### config.mk
export PLATFORM = sky130hd
export DESIGN_NAME = atc_trigger
export DESIGN_NICKNAME = d
export VERILOG_FILES = /design/src/atc_pkg.sv /design/src/atc_sar.sv /design/src/atc_trigger.sv
export SDC_FILE = /design/constraint.sdc
export NUM_CORES = 1
export LEC_CHECK = 0
export BUFFER_PORTS_ARGS = -buffer_cell sky130_fd_sc_hd__buf_2
export CAP_MARGIN = 20
export CORE_ASPECT_RATIO = 0.8
export CORE_UTILIZATION = 45
export CTS_CLUSTER_SIZE = 10
export DETAILED_ROUTE_END_ITERATION = 10
export PLACE_DENSITY_LB_ADDON = 0.25
export SYNTH_ARGS = -nofsm -noshare
export SYNTH_HDL_FRONTEND = slang
export SYNTH_SLANG_ARGS = --single-unit
### constraint.sdc
create_clock -name clk_sys -period 4.2 [get_ports clk_sys]
set_input_delay 0.21 -clock clk_sys [delete_from_list [all_inputs] [get_ports clk_sys]]
set_output_delay 0.21 -clock clk_sys [all_outputs]
set_load 0.02 [all_outputs]
### src/atc_pkg.sv
package atc_pkg;
    // clock rate and timing
    localparam int ATC_CLK_MHZ = 50;
    localparam int ATC_CONV_NS = 3600;
    localparam int ATC_CONV_CYC = (ATC_CONV_NS * ATC_CLK_MHZ + 999) / 1000;
    localparam int ATC_SAMPLE_SHORT_SCLK = 12;
    localparam int ATC_SAMPLE_LONG_SCLK = 44;
    localparam int ATC_CMD_SCLK = 4;
    localparam int ATC_FRAME_BITS = 16;
    localparam int ATC_SAR_BITS = 14;
    localparam int ATC_CH_W = 3;
    localparam int ATC_NUM_CH = 8;
    localparam int ATC_SEL_W = 4;
    localparam int ATC_BBM_CYC = 2;
    // selection codes: channels 0..7, then three test voltages
    localparam logic [3:0] ATC_SEL_TEST0 = 4'hb;
    localparam logic [3:0] ATC_SEL_TEST2 = 4'hd;
    localparam logic [3:0] ATC_SEL_NONE = 4'hf;

    typedef struct packed {
        logic long_sample;
        logic pseudo_diff;
        logic ext_reference;
        logic [3:0] select;
    } atc_cfg_t;

    typedef struct packed {
        logic [7:0] chan_en;
        logic [2:0] test_en;
        logic neg_en;
        logic ref_internal;
    } atc_analog_t;

    typedef enum logic [2:0] {
        ATC_IDLE,
        ATC_SAMPLE,
        ATC_CONVERT,
        ATC_DONE
    } atc_state_t;
endpackage

### src/atc_sar.sv
`timescale 1ns/1ps
`default_nettype none
module atc_sar
    import atc_pkg::*;
#(
    parameter int BITS = ATC_SAR_BITS
)
(
    // clock and reset
    input wire logic clk_sys,
    input wire logic srst,
    // control
    input wire logic start,
    input wire logic comp_high,
    // result
    output logic [BITS-1:0] trial,
    output logic [BITS-1:0] code,
    output logic done
);
    logic [BITS-1:0] trial_reg;
    logic [BITS-1:0] mask_reg;
    logic [BITS-1:0] code_reg;
    logic done_reg;
    logic [BITS-1:0] keep;
    // drop the trial bit when the comparator says the sample is below it
    assign keep = comp_high ? trial_reg : (trial_reg & ~mask_reg);
    always_ff @(posedge clk_sys)
    begin
        done_reg <= 1'b0;
        if (srst)
        begin
            trial_reg <= '0;
            mask_reg <= '0;
            code_reg <= '0;
        end
        else if (start)
        begin
            mask_reg <= {1'b1, {(BITS-1){1'b0}}};
            trial_reg <= {1'b1, {(BITS-1){1'b0}}};
        end
        else if (mask_reg != '0)
        begin
            mask_reg <= mask_reg >> 1;
            trial_reg <= keep | (mask_reg >> 1);
            if (mask_reg[0])
            begin
                code_reg <= keep;
                done_reg <= 1'b1;
            end
        end
    end
    assign trial = trial_reg;
    assign code = code_reg;
    assign done = done_reg;
endmodule // atc_sar
`default_nettype wire

### src/atc_trigger.sv
// Functional notes
// - chip select high: output off, frame sync and serial clock ignored
// - frame sync rising edge starts operation, or chip select fall when frame sync is high at that fall
// - frame sync rise drives interrupt high
// - first bit follows frame sync rise
// - start rise drives end-of-conversion low
// - interrupt low one conversion time after start
// - start fall returns interrupt high
// - route channel or one test voltage
// - break before make on channel switch
// - single-ended or pseudodifferential pairs
// - internal or external reference select
// - successive approximation after sampling ends
// - chip select fall samples frame sync mode
// - sixteen clocks then output goes off
`timescale 1ns/1ps
`default_nettype none
module atc_trigger
    import atc_pkg::*;
#(
    parameter int CONV_CYC = ATC_CONV_CYC
)
(
    // clock and reset
    input wire logic clk_sys,
    input wire logic srst,
    // serial link pins
    input wire logic chip_select_n,
    input wire logic frame_sync,
    input wire logic serial_clk,
    input wire logic serial_in,
    input wire logic conversion_start_n,
    output logic serial_out,
    output logic serial_out_oe,
    output logic int_n,
    output logic eoc_n,
    // configuration
    input wire atc_pkg::atc_cfg_t cfg,
    // comparator from the charge array
    input wire logic comp_high,
    // analog controls
    output atc_pkg::atc_analog_t analog,
    output logic [ATC_SAR_BITS-1:0] dac_code,
    output logic [ATC_SAR_BITS-1:0] result,
    output logic sampling
);
    import atc_pkg::*;

    // two-flop synchronisers for all pins
    logic [4:0] meta_reg;
    logic [4:0] sync_reg;
    logic [4:0] prev_reg;
    always_ff @(posedge clk_sys)
    begin
        meta_reg <= {chip_select_n, frame_sync, serial_clk, serial_in, conversion_start_n};
        sync_reg <= meta_reg;
        prev_reg <= sync_reg;
    end
    wire cs_n_s = sync_reg[4];
    wire fs_s = sync_reg[3];
    wire sck_s = sync_reg[2];
    wire cst_s = sync_reg[0];
    wire cs_fall = prev_reg[4] & ~cs_n_s;
    wire fs_rise = ~prev_reg[3] & fs_s & ~cs_n_s;
    wire sck_rise = ~prev_reg[2] & sck_s & ~cs_n_s;
    wire sck_fall = prev_reg[2] & ~sck_s & ~cs_n_s;
    wire cst_rise = ~prev_reg[0] & cst_s;
    wire cst_fall = prev_reg[0] & ~cst_s;

    // frame framing
    logic fs_mode_reg;
    logic active_reg;
    logic [5:0] bit_cnt_reg;
    logic [15:0] shift_reg;
    logic out_reg;
    logic oe_reg;
    logic [ATC_SAR_BITS-1:0] result_reg;
    // the mode sampled at this very chip-select fall decides, not the stored one
    wire frame_start = cs_fall ? fs_s : (fs_mode_reg & fs_rise);
    wire [5:0] sample_end = cfg.long_sample ? 6'(ATC_CMD_SCLK + ATC_SAMPLE_LONG_SCLK)
                                            : 6'(ATC_CMD_SCLK + ATC_SAMPLE_SHORT_SCLK);
    wire frame_sample_done = active_reg & sck_fall & (bit_cnt_reg == sample_end - 6'h1);

    always_ff @(posedge clk_sys)
    begin
        if (srst)
        begin
            fs_mode_reg <= 1'b0;
            active_reg <= 1'b0;
            bit_cnt_reg <= '0;
            shift_reg <= '0;
            out_reg <= 1'b0;
            oe_reg <= 1'b0;
        end
        else if (cs_n_s)
        begin
            active_reg <= 1'b0;
            oe_reg <= 1'b0;
        end
        else
        begin
            if (cs_fall)
                fs_mode_reg <= ~fs_s;
            if (frame_start)
            begin
                active_reg <= 1'b1;
                bit_cnt_reg <= '0;
                shift_reg <= {result_reg, 2'b00};
                out_reg <= result_reg[ATC_SAR_BITS-1];
                oe_reg <= 1'b1;
            end
            else if (active_reg)
            begin
                if (sck_fall)
                begin
                    bit_cnt_reg <= bit_cnt_reg + 6'h1;
                    if (bit_cnt_reg == 6'(ATC_FRAME_BITS - 1))
                        oe_reg <= 1'b0;
                    if (bit_cnt_reg == sample_end - 6'h1)
                        active_reg <= 1'b0;
                end
                if (sck_rise && bit_cnt_reg != '0)
                begin
                    shift_reg <= {shift_reg[14:0], 1'b0};
                    out_reg <= shift_reg[14];
                end
            end
        end
    end

    // sample and conversion sequencing
    atc_state_t state_reg;
    logic [15:0] conv_cnt_reg;
    logic int_reg;
    logic eoc_reg;
    logic samp_reg;
    logic sar_start_reg;
    logic [ATC_SAR_BITS-1:0] sar_code;
    logic [ATC_SAR_BITS-1:0] sar_trial;
    logic sar_done;
    wire conv_begin = frame_sample_done | cst_rise;
    always_ff @(posedge clk_sys)
    begin
        sar_start_reg <= 1'b0;
        if (srst)
        begin
            state_reg <= ATC_IDLE;
            conv_cnt_reg <= '0;
            int_reg <= 1'b1;
            eoc_reg <= 1'b1;
            samp_reg <= 1'b0;
            result_reg <= '0;
        end
        else
        begin
            if (frame_start)
                int_reg <= 1'b1;
            if (cst_fall)
            begin
                int_reg <= 1'b1;
                samp_reg <= 1'b1;
                state_reg <= ATC_SAMPLE;
            end
            else if (frame_start)
            begin
                samp_reg <= 1'b1;
                state_reg <= ATC_SAMPLE;
            end
            else if (conv_begin)
            begin
                samp_reg <= 1'b0;
                eoc_reg <= 1'b0;
                conv_cnt_reg <= 16'(CONV_CYC - 1);
                sar_start_reg <= 1'b1;
                state_reg <= ATC_CONVERT;
            end
            else
            begin
                case (state_reg)
                    ATC_CONVERT:
                    begin
                        if (sar_done)
                            result_reg <= sar_code;
                        if (conv_cnt_reg == '0)
                        begin
                            int_reg <= 1'b0;
                            eoc_reg <= 1'b1;
                            state_reg <= ATC_DONE;
                        end
                        else
                            conv_cnt_reg <= conv_cnt_reg - 16'h1;
                    end
                    ATC_IDLE, ATC_SAMPLE, ATC_DONE:
                        state_reg <= state_reg;
                    default:
                        state_reg <= ATC_IDLE;
                endcase
            end
        end
    end

    atc_sar #(
        .BITS(ATC_SAR_BITS)
    ) u_sar (
        .clk_sys(clk_sys),
        .srst(srst),
        .start(sar_start_reg),
        .comp_high(comp_high),
        .trial(sar_trial),
        .code(sar_code),
        .done(sar_done)
    );

    // input multiplexer with break-before-make
    function automatic logic [7:0] atc_chan_decode(input logic [3:0] sel, input logic pd);
        logic [7:0] v;
        v = '0;
        if (sel < 4'(ATC_NUM_CH))
        begin
            if (pd)
                v[{sel[1:0], 1'b0}] = 1'b1;
            else
                v[sel[2:0]] = 1'b1;
        end
        return v;
    endfunction

    logic [3:0] cur_sel_reg;
    logic cur_pd_reg;
    logic [1:0] bbm_cnt_reg;
    atc_analog_t analog_reg;
    wire [3:0] sel_want = cfg.select;
    // a mode change moves the switches as well, so it breaks first too
    wire sel_change = (sel_want != cur_sel_reg) || (cfg.pseudo_diff != cur_pd_reg);
    wire [7:0] chan_want = atc_chan_decode(cur_sel_reg, cur_pd_reg);
    wire is_test = cur_sel_reg >= ATC_SEL_TEST0 && cur_sel_reg <= ATC_SEL_TEST2;
    wire [1:0] test_idx = 2'(cur_sel_reg - ATC_SEL_TEST0);
    always_ff @(posedge clk_sys)
    begin
        if (srst)
        begin
            cur_sel_reg <= ATC_SEL_NONE;
            cur_pd_reg <= 1'b0;
            bbm_cnt_reg <= '0;
            analog_reg <= '0;
        end
        else
        begin
            analog_reg.ref_internal <= ~cfg.ext_reference;
            analog_reg.neg_en <= cfg.pseudo_diff;
            if (sel_change)
            begin
                analog_reg.chan_en <= '0;
                analog_reg.test_en <= '0;
                cur_sel_reg <= sel_want;
                cur_pd_reg <= cfg.pseudo_diff;
                bbm_cnt_reg <= 2'(ATC_BBM_CYC);
            end
            else if (bbm_cnt_reg != '0)
                bbm_cnt_reg <= bbm_cnt_reg - 2'h1;
            else
            begin
                analog_reg.chan_en <= chan_want;
                analog_reg.test_en <= is_test ? 3'(3'h1 << test_idx) : 3'h0;
            end
        end
    end

    assign serial_out = out_reg;
    assign serial_out_oe = oe_reg;
    assign int_n = int_reg;
    assign eoc_n = eoc_reg;
    assign analog = analog_reg;
    // the comparator must judge the trial that the sequencer holds now
    assign dac_code = sar_trial;
    assign result = result_reg;
    assign sampling = samp_reg;
endmodule // atc_trigger
`default_nettype wire

==> impl_metrics.toml <==
[timing]
slew_violations = 0
fin_crit_ns = 2.48
worst_pin_slew_ns = 0.913
max_freq_mhz = 404
setup_viol = 0
fin_crit_sh_pct = 59.0
tns_ns = 0
holdWs_ns = 0.0234
skew_ns = 0.00673
finalHoldViolCount = 0
max_slew_margin_pct = 38.3
rsz0062_at_grt = "false"

[synthesis]
synth_cell_types = 47
ys_seq_area_share_pct = 54.1
syn_nets = 559
yosysWarningCount = 0
ys.flop_type = "dfxtp_1"
synth-edff-count = 0
syn_area_sq_um = 4950
ys_async_sr_fraction_pct = 0
synthCells = 541
ys_ff_latch = 134
synth_area_per_cell_sq_um = 9.16

[global_routing]
grt_usage_pct = 17.6
grt_pass1_wl_um = 15900
grt_max_degree = 52
gr-total-overflow = 0
antenna_found_initial = 0
grt_pass1_vias = 3531

[power]
power_per_cell_area_nw_per_um2 = 508
leakage_nw = 2.44
peakVddDrop_mv = 0.357
power.total_w = 0.00306

[clock_network]
cts_tree = "yes"
clock_sinks = 134
htreeDepth = 4
clk_pin_slew_worst_paths_ns = 0.06
clock_latency_ns = 0.40
numCtsBuffers = 17
cts_resized = 0
clockRootBuffer = "clkbuf_16"
clockBufferDepth = 2

[layout]
mostFrequentLayoutCells = "dfxtp_1 (134), nor2_1 (98), buf_2 (59)"
fin_nets = 614
num_antenna_cells = 0
drive_above_1_share_pct = 17.8
final_common_cell = "dfxtp_1"
fin_cells = 748
syn2layout_area_growth_pct = 21.4
largest_register_ffs = 16

[place]
placement.io_buffers = 59
gp_congestion = 0.753
dp_cells = 712
post-dp-hpwl_um = 6580

[die]
die_y_um = 95.9
core-area_sq_um = 10500
row_count = 33
die_w_um = 119
ios = 61
initial_utilization_pct = 47.2
die_area_sq_um = 11400

[critical_path]
crit_path_end_kind = "flop"
crit_arrival_ns = 2.72
start_kind = "flop"
critPathRequiredTime_ns = 4.44
path_max_fanout = 11
critical_path_class = "flop to flop"

[run_status]
status = "complete, no violations"

[routing]
drt-initial-drc-count = 182
drtPass1Iterations = 4
detail_route.wirelength_um = 9540
drc = 0
avgViaCountPerCell = 5.16
post_drt_wl_per_cell_um = 12.8
num_vias = 3862
ant_nets = 0

[worst_hold_path]
hp-class = "input port to flop"

[job]
maxCapViolations = 0
==> area by class of cell <==
cell class	count	area, sq um
Clock buffer	18	439
Inverter	23	86.3
Fill cell	947	4470
Tap cell	140	175
Timing Repair Buffer	67	368
Clock inverter	13	196
Multi-Input combinational cell	353	2070
Sequential cell	134	2680
==> critical path: stages (launching register included) <==
cell and delay (ns):
dfxtp_1 0.36, or4_4 0.57, nand2b_1 0.32, o211ai_1 0.70, nor3b_1 0.29, a211oi_1 0.07
==> where the power goes <==
part / internal (W) / switching [W]
clock network: 0.00102 / 0.000553
registers: 0.00130 / 0.0000259
logic: 0.0000616 / 0.0000972
total: 0.00238 / 0.000676
==> timing repair <==
item | in CTS | in global routing
endpoints found under the hold margin | 5 | 0
buffers inserted | 0 | 0
hold buffers | 5 | 0
==> Yosys cell counts, drive strengths merged, types with 5 or more instances <==
library cell	n	area [sq um]
or3	12	80.1
xor2	7	61.3
o21ai	27	135
nand3	6	30.0
dfxtp	134	2680
nor3	12	60.1
a211oi	18	135
nor3b	5	37.5
mux2i	28	280
a21oi	47	235
or4	5	42.5
or2	7	43.8
nor2b	8	50.1
xnor2	7	61.3
buf	7	28.8
nor2	98	368
clkbuf	24	91.3
nor4	5	31.3
nand2	20	75.1
inv	23	86.3
==> layer usage <==
metal	vias up	share of wire (%)	track usage (%)	wire, um
li1	1986	-	-	-
met5	-	0	0	0
met4	0	0.74	6.25	71
met1	1809	48	21.7	4530
met2	61	46	28.9	4410
met3	6	5.5	6.22	524
==> kinds of logic (layout without fill, tap and decap cells) <==
kind of cell	after synthesis	in the layout	synth area share (%)
muxes	28	28	5.66
and+or+nand+nor	194	194	19.0
AOI/OAI and AO/OA	114	114	13.8
xor gates and xnor gates	14	14	2.47
DFF	134	134	54.1
adders and majority gates	3	3	0.758
buffers and inverters	54	121	4.17
==> metrics by stage <==
stage          area, sq um  util [%]  setup slack [ns]
4_1_cts               6020      57.4              1.76
6_report              6020      57.4              1.72
5_1_grt               6020      57.4              1.58
3_5_place_dp          5330      50.8              1.78
3_3_place_gp          5330      50.8              1.85
2_1_floorplan         4950         -              2.15
==> final timing paths <==
kind	cells after the start	to	slack, ns	start
worst min-delay path	2	cur_sel_reg[0]	0.02	cfg[0]
worst max-delay path	5	conv_cnt_reg[1]	1.72	conv_cnt_reg[7]
worst min register to register	0	sync_reg[2]	0.33	meta_reg[2]
worst max register to register	5	conv_cnt_reg[1]	1.72	conv_cnt_reg[7]
Note: power is estimated with default switching activity, not from simulation.
